**config.mk**
```make
export PLATFORM = sky130hd
export DESIGN_NAME = csbp_top
export DESIGN_NICKNAME = d
export VERILOG_FILES = /design/src/hdl/csbp_pkg.sv /design/src/hdl/csbp_top.sv
export SDC_FILE = /design/constraint.sdc
export NUM_CORES = 1
export LEC_CHECK = 0
export BUFFER_PORTS_ARGS = -buffer_cell sky130_fd_sc_hd__buf_2
export CORE_AREA = 2 2 132 134
export DETAILED_ROUTE_END_ITERATION = 7
export DIE_AREA = 0 0 134 136
export GPL_TIMING_DRIVEN = 0
export PLACE_DENSITY = 0.69
export SYNTH_ARGS = -nofsm -noshare
export SYNTH_HDL_FRONTEND = slang
export SYNTH_SLANG_ARGS = --single-unit
```
**constraint.sdc**
```tcl
create_clock -name CLK_I -period 5.1 [get_ports CLK_I]
set_clock_uncertainty 0.05 [all_clocks]
set_input_delay 0 -clock CLK_I [delete_from_list [all_inputs] [get_ports CLK_I]]
set_output_delay 0 -clock CLK_I [all_outputs]
set_load 0.02 [all_outputs]
```
**src/hdl/csbp_pkg.sv**
```systemverilog
package csbp_pkg;

    // ----------------------------------------------------------------
    // Register map
    // ----------------------------------------------------------------
    localparam int ADDR_W = 12;
    localparam logic [11:0] BUF_BASE_ADDR = 12'hF90;
    localparam logic [11:0] CTRL_ONE_ADDR = 12'hF98;
    localparam logic [11:0] CTRL_TWO_ADDR = 12'hF99;
    localparam logic [11:0] STATUS_ADDR = 12'hF99;
    localparam logic [8:0] BUF_PAGE = 9'h1F2;

    // ----------------------------------------------------------------
    // Field positions and reset values
    // ----------------------------------------------------------------
    localparam int START_POS = 7;
    localparam int ABORT_POS = 6;
    localparam int MODE_LSB = 3;
    localparam int CKSEL_LSB = 0;
    localparam int WAIT_LSB = 3;
    localparam int COUNT_LSB = 0;
    localparam int BUSY_POS = 7;
    localparam int SHIFT_POS = 6;
    localparam logic [7:0] CTRL_ONE_RST = 8'h00;
    localparam logic [4:0] CTRL_TWO_RST = 5'h00;

    // ----------------------------------------------------------------
    // Mode and clock codes
    // ----------------------------------------------------------------
    localparam logic [2:0] MODE_TX8 = 3'h0;
    localparam logic [2:0] MODE_TX4 = 3'h2;
    localparam logic [2:0] MODE_FDX8 = 3'h4;
    localparam logic [2:0] MODE_RX8 = 3'h5;
    localparam logic [2:0] MODE_RX4 = 3'h6;
    localparam logic [2:0] CKSEL_SLOWEST = 3'h0;
    localparam logic [2:0] CKSEL_EXT = 3'h7;

    // ----------------------------------------------------------------
    // Timing: divider masks, half periods in clock cycles minus one
    // ----------------------------------------------------------------
    localparam logic [12:0] HALF_MASK_0 = 13'h0FFF;
    localparam logic [12:0] HALF_MASK_1 = 13'h007F;
    localparam logic [12:0] HALF_MASK_2 = 13'h003F;
    localparam logic [12:0] HALF_MASK_3 = 13'h001F;
    localparam logic [12:0] HALF_MASK_4 = 13'h000F;
    localparam logic [12:0] HALF_MASK_5 = 13'h0007;
    localparam logic [3:0] LF_HALF_MASK = 4'hF;
    localparam logic [7:0] GAP_HALVES_PER_WORD = 8'h10;
    localparam logic [7:0] DUMMY_BYTE = 8'hFF;

    // ----------------------------------------------------------------
    // Types
    // ----------------------------------------------------------------
    typedef enum logic [1:0] {PH_IDLE, PH_SHIFT, PH_GAP, PH_WAIT} csbp_phase_t;

    typedef struct packed {
        logic [11:0] addr;
        logic [7:0] wdata;
        logic wr;
        logic rd;
    } csbp_req_t;

    typedef struct packed {
        csbp_phase_t phase;
        logic [7:0] ctrl_one;
        logic [4:0] ctrl_two;
        logic [7:0][7:0] buffer;
        logic [7:0] tx_shift;
        logic [7:0] rx_shift;
        logic [2:0] bit_idx;
        logic [2:0] word_idx;
        logic [12:0] div_cnt;
        logic [3:0] lf_cnt;
        logic [7:0] gap_cnt;
        logic busy;
        logic dummy;
        logic sck_prev;
        logic sck;
        logic sck_oe;
        logic so;
        logic irq;
        logic [7:0] rdata;
    } csbp_state_t;

endpackage

```
**src/hdl/csbp_top.sv**
```systemverilog
// Summary of operation
// - Frame wait (internal clock only) stretches an 8-bit frame to 1/2/4/8 words
// - Word count is field plus one
// - 4-bit mode: low nibble, zero high
// - Buffer walked from lowest address upward
// - Word count kept after block ends
// - Count register write-only, upper bits ignored
// - Status: bit7 transfer busy, bit6 shifting
// - Busy drops at end or on abort
// - Clock select picks divider or external
// - Internal clock driven out, high at start
// - Transmit bits change on falling edge
// - Receive bits sampled on rising edge
// - Words shift least significant bit first
// - Interrupt after programmed word count done
// - Count rewritable during internal automatic wait
// - Next word loaded as LSB leaves
// - Internal clock waits until buffer touched
// - Buffer write releases send/duplex wait, buffer read releases receive wait
// - Stop finishes current word, abort immediate
// - External clock, start left set: dummy then end
// - Control one: start, abort, mode, clock
// - Mode codes decode tx, rx, full duplex
module csbp_top
    import csbp_pkg::*;
(
    input wire logic CLK_I,
    input wire logic SYS_RST_I,
    input wire csbp_req_t REG_REQ_I,
    output logic [7:0] REG_RDATA_O,
    input wire logic LF_TICK_I,
    input wire logic ALT_DIV_SEL_I,
    input wire logic SLOW_MODE_I,
    input wire logic SCK_I,
    output logic SCK_O,
    output logic SCK_OE_O,
    output logic SO_O,
    input wire logic SI_I,
    output logic INT_O
);

    // ----------------------------------------------------------------
    // Helper functions
    // ----------------------------------------------------------------

    // Half-period mask of the fast divider for a clock select code
    function automatic logic [12:0] half_mask(input logic [2:0] sel);
        case (sel)
            3'h0: half_mask = HALF_MASK_0;
            3'h1: half_mask = HALF_MASK_1;
            3'h2: half_mask = HALF_MASK_2;
            3'h3: half_mask = HALF_MASK_3;
            3'h4: half_mask = HALF_MASK_4;
            default: half_mask = HALF_MASK_5;
        endcase
    endfunction

    // Extra half periods inserted after each word except the last of the block
    function automatic logic [7:0] gap_halves(input logic [1:0] code);
        case (code)
            2'h1: gap_halves = GAP_HALVES_PER_WORD;
            2'h2: gap_halves = 8'(3 * GAP_HALVES_PER_WORD);
            2'h3: gap_halves = 8'(7 * GAP_HALVES_PER_WORD);
            default: gap_halves = 8'h00;
        endcase
    endfunction

    // ----------------------------------------------------------------
    // Decoded controls
    // ----------------------------------------------------------------
    csbp_state_t r;
    csbp_state_t next_r;
    logic [2:0] mode;
    logic [2:0] cksel;
    logic [1:0] wait_code;
    logic [2:0] last_word;
    logic is_tx;
    logic is_rx;
    logic four_bit;
    logic ext_clk;
    logic start_set;
    logic buf_hit;
    logic buf_wr;
    logic buf_rd;
    logic tick;
    logic fall;
    logic rise;
    logic release_wait;
    logic [7:0] rx_next;
    logic [7:0] load_byte;

    // Control register fields
    assign mode = r.ctrl_one[MODE_LSB +: 3];
    assign cksel = r.ctrl_one[CKSEL_LSB +: 3];
    assign start_set = r.ctrl_one[START_POS];
    assign wait_code = r.ctrl_two[WAIT_LSB +: 2];
    assign last_word = r.ctrl_two[COUNT_LSB +: 3];
    assign ext_clk = (cksel == CKSEL_EXT);

    // Mode decode, reserved codes neither send nor receive
    assign is_tx = (mode == MODE_TX8) || (mode == MODE_TX4) || (mode == MODE_FDX8);
    assign is_rx = (mode == MODE_RX8) || (mode == MODE_RX4) || (mode == MODE_FDX8);
    assign four_bit = (mode == MODE_TX4) || (mode == MODE_RX4);

    // Buffer access decode
    assign buf_hit = (REG_REQ_I.addr[11:3] == BUF_PAGE);
    assign buf_wr = REG_REQ_I.wr && buf_hit;
    assign buf_rd = REG_REQ_I.rd && buf_hit;

    // Wait release: reads free receive, writes free send and duplex
    assign release_wait = is_tx ? buf_wr : buf_rd;

    // Internal half-period tick; slow source counts low-frequency ticks
    always_comb begin
        if (cksel == CKSEL_SLOWEST && (ALT_DIV_SEL_I || SLOW_MODE_I)) begin
            tick = LF_TICK_I && (r.lf_cnt == LF_HALF_MASK);
        end else begin
            tick = ((r.div_cnt & half_mask(cksel)) == half_mask(cksel));
        end
    end

    // Serial clock edges from the selected source
    assign fall = ext_clk ? (r.sck_prev && !SCK_I) : (tick && r.sck);
    assign rise = ext_clk ? (!r.sck_prev && SCK_I) : (tick && !r.sck);

    // Incoming byte after this rising edge, LSB arrives first
    assign rx_next = {SI_I, r.rx_shift[7:1]};
    assign load_byte = r.dummy ? DUMMY_BYTE : r.buffer[r.word_idx];

    // ----------------------------------------------------------------
    // Next-state logic
    // ----------------------------------------------------------------
    always_comb begin
        next_r = r;
        next_r.irq = 1'b0;
        next_r.rdata = 8'h00;
        next_r.sck_prev = SCK_I;
        next_r.sck_oe = !ext_clk;

        // Dividers run only while the clock is live
        if (r.phase == PH_SHIFT || r.phase == PH_GAP) begin
            next_r.div_cnt = r.div_cnt + 13'h0001;
            if (LF_TICK_I) begin
                next_r.lf_cnt = r.lf_cnt + 4'h1;
            end
        end

        // Shift engine
        case (r.phase)
            PH_IDLE: begin
                next_r.sck = 1'b1;
            end
            PH_SHIFT: begin
                // Dummy word not begun and start now clear: the block is over
                if (r.dummy && !start_set && r.bit_idx == 3'h0 && r.sck_prev && SCK_I) begin
                    next_r.phase = PH_IDLE;
                    next_r.busy = 1'b0;
                    next_r.dummy = 1'b0;
                end
                if (fall) begin
                    if (!ext_clk) begin
                        next_r.sck = 1'b0;
                    end
                    if (r.bit_idx == 3'h0) begin
                        next_r.tx_shift = load_byte >> 1;
                        next_r.so = is_tx ? load_byte[0] : 1'b1;
                    end else begin
                        next_r.tx_shift = r.tx_shift >> 1;
                        next_r.so = is_tx ? r.tx_shift[0] : 1'b1;
                    end
                end
                if (rise) begin
                    if (!ext_clk) begin
                        next_r.sck = 1'b1;
                    end
                    next_r.rx_shift = rx_next;
                    next_r.bit_idx = r.bit_idx + 3'h1;
                    if (r.bit_idx == (four_bit ? 3'h3 : 3'h7)) begin
                        next_r.bit_idx = 3'h0;
                        if (is_rx && !r.dummy) begin
                            next_r.buffer[r.word_idx] = four_bit ?
                                {4'h0, rx_next[7:4]} : rx_next;
                        end
                        if (r.dummy) begin
                            next_r.phase = PH_IDLE;
                            next_r.busy = 1'b0;
                            next_r.dummy = 1'b0;
                        end else if (r.word_idx == last_word) begin
                            next_r.irq = 1'b1;
                            next_r.word_idx = 3'h0;
                            if (!start_set) begin
                                next_r.phase = PH_IDLE;
                                next_r.busy = 1'b0;
                            end else if (ext_clk) begin
                                next_r.dummy = 1'b1;
                            end else begin
                                next_r.phase = PH_WAIT;
                            end
                        end else if (!start_set) begin
                            next_r.phase = PH_IDLE;
                            next_r.busy = 1'b0;
                        end else begin
                            next_r.word_idx = r.word_idx + 3'h1;
                            if (!ext_clk && gap_halves(wait_code) != 8'h00) begin
                                next_r.phase = PH_GAP;
                                next_r.gap_cnt = gap_halves(wait_code) - 8'h01;
                            end
                        end
                    end
                end
            end
            PH_GAP: begin
                // Clock held high for the rest of the frame
                if (tick) begin
                    if (r.gap_cnt == 8'h00) begin
                        next_r.phase = PH_SHIFT;
                    end else begin
                        next_r.gap_cnt = r.gap_cnt - 8'h01;
                    end
                end
            end
            PH_WAIT: begin
                // Clock stopped high until software catches up
                next_r.div_cnt = 13'h0000;
                next_r.lf_cnt = 4'h0;
                if (!start_set) begin
                    next_r.phase = PH_IDLE;
                    next_r.busy = 1'b0;
                end else if (release_wait) begin
                    next_r.phase = PH_SHIFT;
                end
            end
            default: begin
                next_r.phase = PH_IDLE;
            end
        endcase

        // Register reads, data valid the cycle after the strobe
        if (REG_REQ_I.rd) begin
            if (buf_hit) begin
                next_r.rdata = r.buffer[REG_REQ_I.addr[2:0]];
            end else if (REG_REQ_I.addr == STATUS_ADDR) begin
                next_r.rdata[BUSY_POS] = r.busy;
                next_r.rdata[SHIFT_POS] = (r.phase == PH_SHIFT);
            end
        end

        // Buffer writes from software
        if (buf_wr) begin
            next_r.buffer[REG_REQ_I.addr[2:0]] = REG_REQ_I.wdata;
        end

        // Count register accepted any time, upper bits dropped
        if (REG_REQ_I.wr && REG_REQ_I.addr == CTRL_TWO_ADDR) begin
            next_r.ctrl_two = REG_REQ_I.wdata[4:0];
        end

        // Control one: abort wins over start; abort bit never stored
        if (REG_REQ_I.wr && REG_REQ_I.addr == CTRL_ONE_ADDR) begin
            next_r.ctrl_one = REG_REQ_I.wdata;
            next_r.ctrl_one[ABORT_POS] = 1'b0;
            if (REG_REQ_I.wdata[ABORT_POS]) begin
                next_r.phase = PH_IDLE;
                next_r.busy = 1'b0;
                next_r.dummy = 1'b0;
                next_r.sck = 1'b1;
                next_r.bit_idx = 3'h0;
                next_r.word_idx = 3'h0;
            end else if (REG_REQ_I.wdata[START_POS] && r.phase == PH_IDLE) begin
                next_r.phase = PH_SHIFT;
                next_r.busy = 1'b1;
                next_r.sck = 1'b1;
                next_r.bit_idx = 3'h0;
                next_r.word_idx = 3'h0;
                next_r.div_cnt = 13'h0000;
                next_r.lf_cnt = 4'h0;
                next_r.dummy = 1'b0;
            end
        end
    end

    // ----------------------------------------------------------------
    // State register
    // ----------------------------------------------------------------
    always_ff @(posedge CLK_I) begin
        if (SYS_RST_I) begin
            r <= '0;
            r.phase <= PH_IDLE;
            r.ctrl_one <= CTRL_ONE_RST;
            r.ctrl_two <= CTRL_TWO_RST;
            r.sck <= 1'b1;
            r.sck_prev <= 1'b1;
            r.sck_oe <= 1'b0;
            r.so <= 1'b1;
        end else begin
            r <= next_r;
        end
    end

    // ----------------------------------------------------------------
    // Outputs, all straight from the state register
    // ----------------------------------------------------------------
    assign REG_RDATA_O = r.rdata;
    assign SCK_O = r.sck;
    assign SCK_OE_O = r.sck_oe;
    assign SO_O = r.so;
    assign INT_O = r.irq;

endmodule

```
==> flow_summary_export.csv <==
group,metric,value,unit
logic_synthesis,synthTopCellsByArea,"dfxtp_1 35%, mux2i_1 9.5%, mux4_2 6.7%, nand2_1 4.7%, nor2_1 3.9%",
detailed_routing,antenna_left,0,
clocking,cts.root.buffer_cell,"clkbuf_16",
floorplanning,start_util,0.461,
place,portBuffers,37,
worst_setup_path,path_max_fanout,10,
finish,drive_above_1_share,0.141,
sta,worstMarginPinSlew,1.40,ns
clocking,cts_buffers,17,
logic_synthesis,synth.avg_cell_area,8.76,sq um
detailed_routing,drt_wl_total,25.6,mm
detailed_routing,dr.pass1.iters,8,
logic_synthesis,synthesis.nets,930,
clocking,htreeDepth,4,
power,pwr-share-comb,0.052,
clocking,cts_resized,0,
power,p_int,1.88,mW
grt,grt_max_degree,17,
sta,final-setup-viol-count,0,
finish,area.growth.synth_to_final,15.4,%
logic_synthesis,netlist.area_leader.share,0.353,
sta,drv_slew,0,
sta,timing.final.crit_share,0.680,
detailed_routing,via_per_inst,6.27,
floorplanning,rows,48,
place,dpl.cell_count,1150,
power,p_leak,3.41,nW
finish,finalNonFillerCells,1195,
finish,fillCellCount,1570,
logic_synthesis,synthesis.area,0.00778,sq mm
logic_synthesis,synth_cell_types,73,
finish,seqCellArea,0.00274,sq mm
logic_synthesis,seq_area_frac_synth,0.353,
power,p_clk_frac,0.514,
logic_synthesis,synth_top_area_cell,"dfxtp_1",
power,pwr-share-seq,0.434,
worst_hold_path,min_from,"REG_REQ_I[11]",
worst_setup_path,critical_path_class,"register to register",
clocking,cts_hold_buf,12,
place,dp_hpwl,17.9,mm
sta,slew_headroom,0.0567,
worst_setup_path,endpoint_kind,"register",
finish,diodes,0,
worst_setup_path,crit_required,5.34,ns
job,drv_cap,0,
worst_setup_path,r2r-start,"r[40]",
run_status,outcome,"finished, final reports clean",
logic_synthesis,async_flop_share,0,
grt,gr-total-overflow,0,
detailed_routing,vias,7490,
grt,grt_pass1_vias,7029,
logic_synthesis,ys.flop_type,"dfxtp_1",
clocking,cts_tree,"built",
clocking,cts_sinks,137,
sta,fin_setup_tns,0,ns
sta,hold_slack,0.0418,ns
worst_setup_path,critPathCapture,"r[118]",
grt,grt_pass1_wl,39.4,mm
worst_setup_path,r2r-end,"r[118]",
floorplanning,top_level_ports,41,
sta,fin_crit,3.47,ns
clocking,post_cts_buffers,0,
logic_synthesis,yosysMostFrequentCell,"dfxtp_1",
logic_synthesis,synth_edf_count,0,
sta,rsz0062_at_grt,"false",
finish,final_nets,999,
power,p_sw,0.598,mW
place,gp_congestion,0.946,
logic_synthesis,ys_ff_latch,137,
floorplanning,dieArea,0.0182,sq mm
detailed_routing,wl_per_cell,21.5,um
grt,track_usage,0.285,
worst_setup_path,r2r_setup_slack,1.63,ns
power,power,2.48,mW
grt,antenna_found_initial,0,
worst_setup_path,start_kind,"register",
worst_setup_path,ff2ff_path_depth,9,
floorplanning,fp.dieW,134,um
worst_hold_path,worst_hold_path_type,"primary input to register",
floorplanning,die_h,136,um
power,powerDensity,276,mW/mm^2
detailed_routing,drt_iter0_drc,1062,
floorplanning,core_area,0.0169,sq mm
clocking,clk_latency,0.43,ns
logic_synthesis,synthCells,888,
logic_synthesis,synth_top_cells_by_count,"137 x dfxtp_1, 98 x nand2_1, 80 x nor2_1",
worst_setup_path,arrival,3.71,ns
logic_synthesis,ys_warn_count,0,
sta,max_freq,288,MHz
power,ir_worst_vdd,0.229,mV
clocking,cts.path.max_buffers,2,
sta,finalHoldViolCount,0,
worst_setup_path,startpoint,"r[40]",
finish,multi_input_area,0.00470,sq mm
detailed_routing,route.detailed.drc,0,
clocking,path_clk_slew,0.06,ns
power,sw_frac_of_total,0.241,
[state kept, by name, indices dropped and copies added (netlist names)]
register,count
SCK_O,1
SO_O,1
last_word,3
r,116
REG_RDATA_O,8
INT_O,1
mode,3
SCK_OE_O,1
cksel,3
[worst max-delay path, stage by stage (launching register included)]
cell,delay (ns)
dfxtp_1,0.34
buf_2,0.35
clkbuf_1,0.59
clkbuf_1,0.60
nand3_1,0.25
nor3_1,0.16
o21ai_0,0.38
and3_1,0.36
a21oi_1,0.14
o22ai_1,0.10
[power groups by stage]
stage	logic (mW)	clock network, mW	registers, mW
after floorplan	0.0630	0	1.10
after global placement	0.115	0	1.10
after detailed placement	0.115	0	1.10
final	0.128	1.27	1.08
after global routing	0.133	1.33	1.08
after CTS	0.122	1.28	1.08
[area by class of cell]
type | instances | area share
inverter | 17 | 0.00711
timing repair buffer | 50 | 0.0346
tap | 225 | 0.0314
clock buffer | 18 | 0.0478
buffer | 57 | 0.0311
sequential | 137 | 0.306
multi-input combinational | 677 | 0.523
clock inverter | 14 | 0.0191
[worst min-delay path by stage]
stage	cells past startpoint	to	slack [ns]
after floorplan	2	r[12]	0.08
after CTS	4	REG_RDATA_O[6]	0.02
after global routing	4	REG_RDATA_O[6]	0.06
final	4	REG_RDATA_O[6]	0.04
after global placement	3	r[12]	0.21
after detailed placement	3	r[12]	0.21
[through the flow]
step                      utilization  area [sq um]  setup slack [ns]
after floorplan                     -          7780              2.52
after global placement          0.489          8240              1.92
after detailed placement        0.489          8250              1.84
after CTS                       0.532          8970              1.77
after global routing            0.532          8970              1.48
final                           0.532          8970              1.63
[per-layer routing]
metal	vias to the layer above	routed length, um	track usage
met4	0	1200	0.138
met5	-	0	0
met1	3528	10500	0.372
met2	465	11100	0.431
li1	3398	-	-
met3	99	2870	0.0872
[cells by family (layout without fill, tap and decap cells)]
logic type	count (synthesis)	after routing	synth area share
multiplexers	107	107	0.177
buffers and inverters	74	156	0.0441
AO/OA/AOI/OAI	172	172	0.148
XOR/XNOR	22	22	0.0248
AND/OR/NAND/NOR	363	363	0.233
flip-flops	137	137	0.353
adder cells (fa/ha/maj)	13	13	0.0209
[layout by cell type (no fill, tap or decap), types with 8 or more instances in the layout]
master	count
clkbuf_16	17
nand4_1	16
buf_4	8
a21oi_1	54
inv_1	16
o22ai_1	21
and3_1	28
o211ai_1	9
o21ai_0	22
buf_2	40
nor3_1	15
nor2_1	80
ha_1	13
dlygate4sd3_1	12
mux4_2	23
dfxtp_1	137
nand3_1	54
xor2_1	14
o221ai_1	16
xnor2_1	8
mux2i_1	74
nand2_1	98
mux2_2	8
clkbuf_1	40
nor2b_1	27
No activity file was read; power rests on OpenSTA's default activity.
